**config.mk**
```make
export PLATFORM = sky130hd
export DESIGN_NAME = spdm_front
export DESIGN_NICKNAME = d
export VERILOG_FILES = /design/src/hdl/spdm_pkg.sv /design/src/hdl/spdm_front.sv
export VERILOG_INCLUDE_DIRS = /design/src /design/src/hdl
export SDC_FILE = /design/constraint.sdc
export NUM_CORES = 1
export LEC_CHECK = 0
export ABC_CLOCK_PERIOD_IN_PS = 6150
export BUFFER_PORTS_ARGS = -buffer_cell sky130_fd_sc_hd__buf_4
export CORE_MARGIN = 1
export CORE_UTILIZATION = 35
export DETAILED_ROUTE_END_ITERATION = 10
export PLACE_DENSITY_LB_ADDON = 0.15
export SLEW_MARGIN = 5
export SYNTH_ARGS = -nofsm -noshare
export SYNTH_HDL_FRONTEND = slang
export SYNTH_SLANG_ARGS = --single-unit
```
**constraint.sdc**
```tcl
create_clock -name clock_i -period 6.15 [get_ports clock_i]
set_input_delay 0.615 -clock clock_i [delete_from_list [all_inputs] [get_ports clock_i]]
set_output_delay 0.615 -clock clock_i [all_outputs]
set_load 0.05 [all_outputs]
```
**src/hdl/spdm_defines.svh**
```systemverilog
// Purpose: constants for the stereo pulse-density front end
// Assumes: 20 MHz processing clock, one clock domain
// Notes: offsets none; all control is plain ports
`ifndef SPDM_DEFINES_SVH
`define SPDM_DEFINES_SVH
`define SPDM_CLK_HZ 20000000
`define SPDM_MIC_MIN_HZ 1000000
`define SPDM_MIC_MAX_HZ 3200000
`define SPDM_DIV_MIN 9'h002
`define SPDM_DIV_MAX 9'h100
`define SPDM_DIV_MIN_PROC 4
`define SPDM_DIV_FAST (`SPDM_CLK_HZ / `SPDM_MIC_MAX_HZ)
`define SPDM_DIV_SLOW (`SPDM_CLK_HZ / `SPDM_MIC_MIN_HZ)
`define SPDM_DIV_RST 9'h010
`define SPDM_OSR_RST 8'h40
`define SPDM_ACC_W 9
`define SPDM_FIFO_W 10
`define SPDM_FIFO_D 16
`endif

```
**src/hdl/spdm_pkg.sv**
```systemverilog
// Purpose: types shared by the front end
// Assumes: nothing beyond the defines header
// Notes: states of the per-channel skip control
package spdm_pkg;
	typedef enum logic [1:0] {
		SPDM_IDLE = 2'b00,
		SPDM_RUN = 2'b01,
		SPDM_SKIP = 2'b10
	} spdm_state_t;
endpackage

```
**src/hdl/spdm_front.sv**
```systemverilog
// Purpose: stereo pulse-density split, clock divider, bit skip and decimation counters
// Assumes: data pins synchronous to clock_i; divider keeps processing >= 4x bit rate
// Notes: filter is a plain bit accumulator per output; each channel has a 16 word fifo
`timescale 1ns/1ps
`include "spdm_defines.svh"

// ****************************************
// fifo
// ****************************************
module spdm_fifo #(
	parameter int WIDTH = `SPDM_FIFO_W,
	parameter int DEPTH = `SPDM_FIFO_D
) (
	input wire logic clock_i,
	input wire logic arst_n_i,
	input wire logic in_valid_i,
	output logic in_ready_o,
	input wire logic [WIDTH-1:0] in_data_i,
	output logic out_valid_o,
	input wire logic out_ready_i,
	output logic [WIDTH-1:0] out_data_o
);
	localparam int AW = $clog2(DEPTH);
	logic [WIDTH-1:0] mem [DEPTH];
	logic [AW-1:0] wr_q, wr_d, rd_q, rd_d;
	logic [AW:0] cnt_q, cnt_d;
	logic push, pop;

	// handshakes come straight from the fill count
	assign in_ready_o = (cnt_q != DEPTH[AW:0]);
	assign out_valid_o = (cnt_q != '0);
	assign out_data_o = mem[rd_q];
	assign push = in_valid_i & in_ready_o;
	assign pop = out_valid_o & out_ready_i;

	// pointer and count update
	always_comb begin
		wr_d = push ? wr_q + 1'b1 : wr_q;
		rd_d = pop ? rd_q + 1'b1 : rd_q;
		cnt_d = cnt_q + {{AW{1'b0}}, push} - {{AW{1'b0}}, pop};
	end

	always_ff @(posedge clock_i or negedge arst_n_i) begin
		if (!arst_n_i) begin
			wr_q <= '0;
			rd_q <= '0;
			cnt_q <= '0;
		end else begin
			wr_q <= wr_d;
			rd_q <= rd_d;
			cnt_q <= cnt_d;
		end
	end

	// storage has no reset; only read behind a valid count
	always_ff @(posedge clock_i) begin
		if (push) begin
			mem[wr_q] <= in_data_i;
		end
	end
endmodule

// ****************************************
// one channel: skip control and decimation
// ****************************************
module spdm_chan (
	input wire logic clock_i,
	input wire logic arst_n_i,
	input wire logic bit_en_i,
	input wire logic bit_i,
	input wire logic start_i,
	input wire logic enable_i,
	input wire logic [7:0] oversampling_ratio_i,
	input wire logic skip_load_i,
	input wire logic [7:0] skip_count_i,
	output logic skip_busy_o,
	output logic [`SPDM_ACC_W-1:0] sample_o,
	output logic sample_valid_o,
	input wire logic sample_ready_i,
	output logic overrun_o
);
	spdm_pkg::spdm_state_t st_q, st_d;
	logic [7:0] skip_q, skip_d;
	logic [7:0] bits_q, bits_d;
	logic [`SPDM_ACC_W-1:0] acc_q, acc_d;
	logic accept, done, f_ready, ovr_q, ovr_d;
	logic [`SPDM_FIFO_W-1:0] f_out;

	// gated clock enable: a skipped bit never produces an accept strobe
	assign accept = bit_en_i & (st_q == spdm_pkg::SPDM_RUN);
	assign done = accept & (bits_q == oversampling_ratio_i - 8'h01);
	assign skip_busy_o = (st_q == spdm_pkg::SPDM_SKIP);

	always_comb begin
		st_d = st_q;
		skip_d = skip_q;
		bits_d = bits_q;
		acc_d = acc_q;
		ovr_d = ovr_q & enable_i;
		case (st_q)
			spdm_pkg::SPDM_IDLE: begin
				if (enable_i & start_i) begin
					st_d = spdm_pkg::SPDM_RUN;
					bits_d = 8'h00;
					acc_d = '0;
				end
			end
			spdm_pkg::SPDM_RUN: begin
				if (skip_load_i && skip_count_i != 8'h00) begin
					st_d = spdm_pkg::SPDM_SKIP;
					skip_d = skip_count_i;
				end
				if (accept) begin
					// raw bit summed as a one-bit modulator stream
					acc_d = done ? '0 : acc_q + {{(`SPDM_ACC_W-1){1'b0}}, bit_i};
					bits_d = done ? 8'h00 : bits_q + 8'h01;
					if (done & ~f_ready) begin
						ovr_d = 1'b1;
					end
				end
			end
			spdm_pkg::SPDM_SKIP: begin
				// masked bits leave the bit count untouched, so the output waits
				if (bit_en_i) begin
					skip_d = skip_q - 8'h01;
					if (skip_q == 8'h01) begin
						st_d = spdm_pkg::SPDM_RUN;
					end
				end
			end
			default: st_d = spdm_pkg::SPDM_IDLE;
		endcase
		if (start_i & enable_i) begin
			st_d = spdm_pkg::SPDM_RUN;
			bits_d = 8'h00;
			acc_d = '0;
		end
		if (!enable_i) begin
			st_d = spdm_pkg::SPDM_IDLE;
		end
	end

	always_ff @(posedge clock_i or negedge arst_n_i) begin
		if (!arst_n_i) begin
			st_q <= spdm_pkg::SPDM_IDLE;
			skip_q <= 8'h00;
			bits_q <= 8'h00;
			acc_q <= '0;
			ovr_q <= 1'b0;
		end else begin
			st_q <= st_d;
			skip_q <= skip_d;
			bits_q <= bits_d;
			acc_q <= acc_d;
			ovr_q <= ovr_d;
		end
	end
	assign overrun_o = ovr_q;

	// own output flow per channel; a full fifo drops the sample and flags overrun
	spdm_fifo #(.WIDTH(`SPDM_FIFO_W), .DEPTH(`SPDM_FIFO_D)) u_fifo (
		.clock_i(clock_i),
		.arst_n_i(arst_n_i),
		.in_valid_i(done),
		.in_ready_o(f_ready),
		.in_data_i({1'b0, acc_q + {{(`SPDM_ACC_W-1){1'b0}}, bit_i}}),
		.out_valid_o(sample_valid_o),
		.out_ready_i(sample_ready_i),
		.out_data_o(f_out)
	);
	assign sample_o = f_out[`SPDM_ACC_W-1:0];
endmodule

// ****************************************
// top: clock out, edge split, two channels
// ****************************************
module spdm_front (
	input wire logic clock_i,
	input wire logic arst_n_i,
	input wire logic [8:0] mic_clock_divider_i,
	input wire logic clock_enable_i,
	output logic mic_clock_out_o,
	input wire logic serial_data_in_pin_x_i,
	input wire logic serial_data_in_pin_x1_i,
	input wire logic redirect_x_i,
	input wire logic [1:0] chan_enable_i,
	input wire logic start_i,
	input wire logic [7:0] oversampling_ratio_i,
	input wire logic [1:0] skip_load_i,
	input wire logic [7:0] skip_count_x_i,
	input wire logic [7:0] skip_count_x1_i,
	output logic [1:0] skip_busy_o,
	output logic [`SPDM_ACC_W-1:0] sample_x_o,
	output logic sample_x_valid_o,
	input wire logic sample_x_ready_i,
	output logic [`SPDM_ACC_W-1:0] sample_x1_o,
	output logic sample_x1_valid_o,
	input wire logic sample_x1_ready_i,
	output logic [1:0] overrun_o
);
	logic [8:0] div_q, div_d, cnt_q, cnt_d;
	logic ck_q, ck_d, rise, fall, data_x;
	logic [1:0] en_q;

	// divider value clamped to the legal range; below 4 the processing margin is lost
	always_comb begin
		div_d = mic_clock_divider_i;
		if (mic_clock_divider_i < 9'(`SPDM_DIV_MIN_PROC)) begin
			div_d = 9'(`SPDM_DIV_MIN_PROC);
		end else if (mic_clock_divider_i > `SPDM_DIV_MAX) begin
			div_d = `SPDM_DIV_MAX;
		end
	end

	// period of div clocks, high for the first half
	always_comb begin
		cnt_d = cnt_q;
		ck_d = ck_q;
		if (!clock_enable_i) begin
			cnt_d = 9'h000;
			ck_d = 1'b0;
		end else if (cnt_q >= div_q - 9'h001) begin
			cnt_d = 9'h000;
			ck_d = 1'b1;
		end else begin
			cnt_d = cnt_q + 9'h001;
			if (cnt_q + 9'h001 == {1'b0, div_q[8:1]}) begin
				ck_d = 1'b0;
			end
		end
	end

	always_ff @(posedge clock_i or negedge arst_n_i) begin
		if (!arst_n_i) begin
			div_q <= `SPDM_DIV_RST;
			cnt_q <= 9'h000;
			ck_q <= 1'b0;
		end else begin
			div_q <= div_d;
			cnt_q <= cnt_d;
			ck_q <= ck_d;
		end
	end
	assign mic_clock_out_o = ck_q;

	// edges of our own clock output, one strobe each per period
	assign rise = ck_d & ~ck_q;
	assign fall = ~ck_d & ck_q;
	assign data_x = redirect_x_i ? serial_data_in_pin_x1_i : serial_data_in_pin_x_i;
	assign en_q = chan_enable_i;

	spdm_chan u_ch_x (
		.clock_i(clock_i),
		.arst_n_i(arst_n_i),
		.bit_en_i(rise),
		.bit_i(data_x),
		.start_i(start_i),
		.enable_i(en_q[0]),
		.oversampling_ratio_i(oversampling_ratio_i),
		.skip_load_i(skip_load_i[0]),
		.skip_count_i(skip_count_x_i),
		.skip_busy_o(skip_busy_o[0]),
		.sample_o(sample_x_o),
		.sample_valid_o(sample_x_valid_o),
		.sample_ready_i(sample_x_ready_i),
		.overrun_o(overrun_o[0])
	);

	spdm_chan u_ch_x1 (
		.clock_i(clock_i),
		.arst_n_i(arst_n_i),
		.bit_en_i(fall),
		.bit_i(serial_data_in_pin_x1_i),
		.start_i(start_i),
		.enable_i(en_q[1]),
		.oversampling_ratio_i(oversampling_ratio_i),
		.skip_load_i(skip_load_i[1]),
		.skip_count_i(skip_count_x1_i),
		.skip_busy_o(skip_busy_o[1]),
		.sample_o(sample_x1_o),
		.sample_valid_o(sample_x1_valid_o),
		.sample_ready_i(sample_x1_ready_i),
		.overrun_o(overrun_o[1])
	);
endmodule

```
==> reports/results.ini <==
[run_status]
status=finished clean

[routing]
avgViaCountPerCell=5.16
dr.first_iter.drc_count=543
drc=0
via_count=9962
ant_nets=0
dr.pass1.iters=4
routedWlPerCell_um=20.8
drt-total-wl_mm=40.1

[floorplanning]
die_height_um=227
dieArea_um2=51400
die_w_um=227
core_area_um2=49400
io_pins=71
floorplan.initialDensity_pct=35.8
std_cell_rows=81

[clock_network]
clk-insertion-delay-late_ps=570
postCtsHoldBufs=0
clock_sinks=389
cts_buffers=43
cts_setup_buffers=0
cts_tree=built
cts_buffer_depth=3
root_buffer=clkbuf_16
htree_num_levels=2
cts_resized=0
clkTransAtPathRegs_ps=60

[critical_path]
crit_required_ps=6620
cp_data_arrival_time_ps=5150
critical_path.most_common_cell=ha_1
rr_worst_depth=18
worst-path-max-fanout=9
cp-start-kind=flop
slowest_stage=o31ai_4
crit_type=reg2reg
cpPeakStageDelay_ps=520
path_cells=or3_1, or2_2, nor4_1, xnor2_1, ha_1, o21ai_0, nand2b_1, and2_0, o31ai_4, nand4_2, ha_1, inv_1, ha_1, fa_1, a21oi_1, nor2_1, nor2_1, xnor2_1
crit_path_end_kind=flop

[synth]
synth_largest_area_cell=edfxtp_1
synth_cell_types=91
synthTopCellsByArea=edfxtp_1, dfrtp_1, mux4_2
yosysSeqAreaShare_pct=63.2
avgSynthCellArea_um2=15.6
synth_nets=1228
yosysWarnings=0
syn_area_um2=17700
synth-main-ff-cell=edfxtp_1
synth_most_common_cell=edfxtp_1
synth_top_area_share_pct=48.9
synth_common_cells=edfxtp_1, dfrtp_1, mux4_2, nor2_1, ha_1
ys_seq_elements=389
async_flop_share_pct=26.0
netlist_instances=1136
synth-edff-count=288

[power]
intPower_mw=5.17
pwr-share-clk_pct=34.8
switching_share_pct=29.5
seq_power_share_pct=42.8
power_density_nw_per_um2=359
p_leak_nw=7.00
ir_drop_mv=0.177
pwr-share-comb_pct=22.4
power.total_mw=7.34
switchingPower_mw=2.17

[place]
dp_hpwl_mm=26.5
port_buffers=70
placed_cells=1853
gp_congestion=0.780

[timing]
max_freq_mhz=214
timing.final.crit_share_pct=76.1
finalMaxSlewViolations=0
slew_headroom_pct=13.6
fin_skew_ps=26.5
tns_ps=0
finalCriticalPeriod_ps=4680
setup_viol=0
hold_violations=0
tightest_slew_ps=1290
rsz0062_at_grt=false

[global_routing]
antenna_found_initial=0
grt_max_degree=66
grtUsageTotal_pct=16.4
grt_pass1_wl_mm=63.1
overflow=0
grt_pass1_vias=10600

[finish]
fin_nets=1326
drive_gt1_share_pct=22.9
syn_to_final_growth_pct=15.8
fillers=4493
stdcell_count=1931
antennaDiodeCount=0

[min_path]
holdCritPathClass=in2async

[flow_run]
max-cap-violations=0

==> placed cells by master (no fill, tap or decap), types with 10 or more instances in the layout <==
cell type,instances
dfrtp_1,98
nor3_1,39
o21ai_0,36
mux4_2,90
xnor2_1,41
clkbuf_16,44
nor2_1,49
and2_1,10
a21oi_1,28
nand2_1,37
nand2b_1,10
nor4_1,12
and3_1,28
clkinv_1,13
nand4_1,17
buf_4,104
edfxtp_1,288
nor2b_1,13
xor2_1,30
nand3_1,24
inv_1,43
ha_1,44
==> cell type report <==
class                      instances  area [µm²]  area share [%]
tap                              664         831            4.06
inverter                          44         165           0.807
sequential                       389       11200            54.6
clock inverter                    26         241            1.18
clock buffer                      52        1160            5.67
timing repair buffer             104         781            3.81
multi-input combinational        652        6110            29.9
==> path summary, 6_finish.rpt <==
check	from	to	slack, ps
max reg2reg	div_q[2]	u_ch_x1.u_fifo.cnt_q[4]	1470
max	div_q[2]	u_ch_x1.u_fifo.cnt_q[4]	1470
min	arst_n_i	u_ch_x1.skip_q[2]	170
max in group asynchronous	arst_n_i	u_ch_x.u_fifo.rd_q[0]	4890
min in group clock_i	mic_clock_divider_i[8]	div_q[8]	220
min reg2reg	u_ch_x.acc_q[0]	u_ch_x.acc_q[0]	520
==> power groups by stage <==
| stage | Clock [mW] | Sequential, mW | Combinational (mW) |
|---|---|---|---|
| 4_1_cts | 2.63 | 3.16 | 1.68 |
| 5_1_grt | 2.73 | 3.17 | 1.76 |
| 3_3_place_gp | 0 | 3.21 | 1.66 |
| 3_5_place_dp | 0 | 3.21 | 1.67 |
| 6_report | 2.55 | 3.14 | 1.65 |
| 2_1_floorplan | 0 | 3.00 | 1.37 |
==> worst max-delay path: cells and delay by family (launching register included) <==
family	cells	cell delay [ps]
AO/OA/AOI/OAI	3	860
adder cells (fa/ha/maj)	4	1180
XOR/XNOR	2	290
AND/OR/NAND/NOR	8	1780
buffers and inverters	1	40
flip-flops	1	430
==> stage by stage <==
stage | hold slack, ps | util, % | cell area [µm²] | worst slack [ps]
finish | 174 | 41.5 | 20500 | 1470
global route | 215 | 41.5 | 20500 | 1030
CTS | 198 | 41.5 | 20500 | 1430
detailed placement | 503 | 38.6 | 19100 | 1450
global placement | 498 | 38.6 | 19100 | 1510
floorplan | 319 | - | 17700 | 1880
==> logic make-up after synthesis <==
group | count (synthesis) | synth area share [%]
AOI/OAI and AO/OA | 146 | 6.02
xor gates and xnor gates | 77 | 4.13
adders and majority gates | 46 | 3.34
buffers and inverters | 95 | 2.26
DFF | 389 | 63.2
muxes | 97 | 11.9
and+or+nand+nor | 286 | 9.12
==> metal layers <==
metal  wire [µm]  track usage [%]  up-vias
li1            -                -     4645
met3        1320             2.82       48
met1       19000             23.0     5111
met5           0                0        -
met2       19100             26.3      158
met4         692             4.10        0
==> sequential cells by signal (all words and copies together) (netlist names), 5 cells and up <==
signal and flops:
u_ch_x1.acc_q 9, u_ch_x.skip_q 8, u_ch_x1.skip_q 8, u_ch_x1.bits_q 8, u_ch_x.u_fifo.mem 144, u_ch_x.u_fifo.cnt_q 5, u_ch_x.acc_q 9, u_ch_x1.u_fifo.cnt_q 5
u_ch_x.bits_q 8, u_ch_x1.u_fifo.mem 144, cnt_q 9, div_q 9
Power figures use the tool's default switching activity.
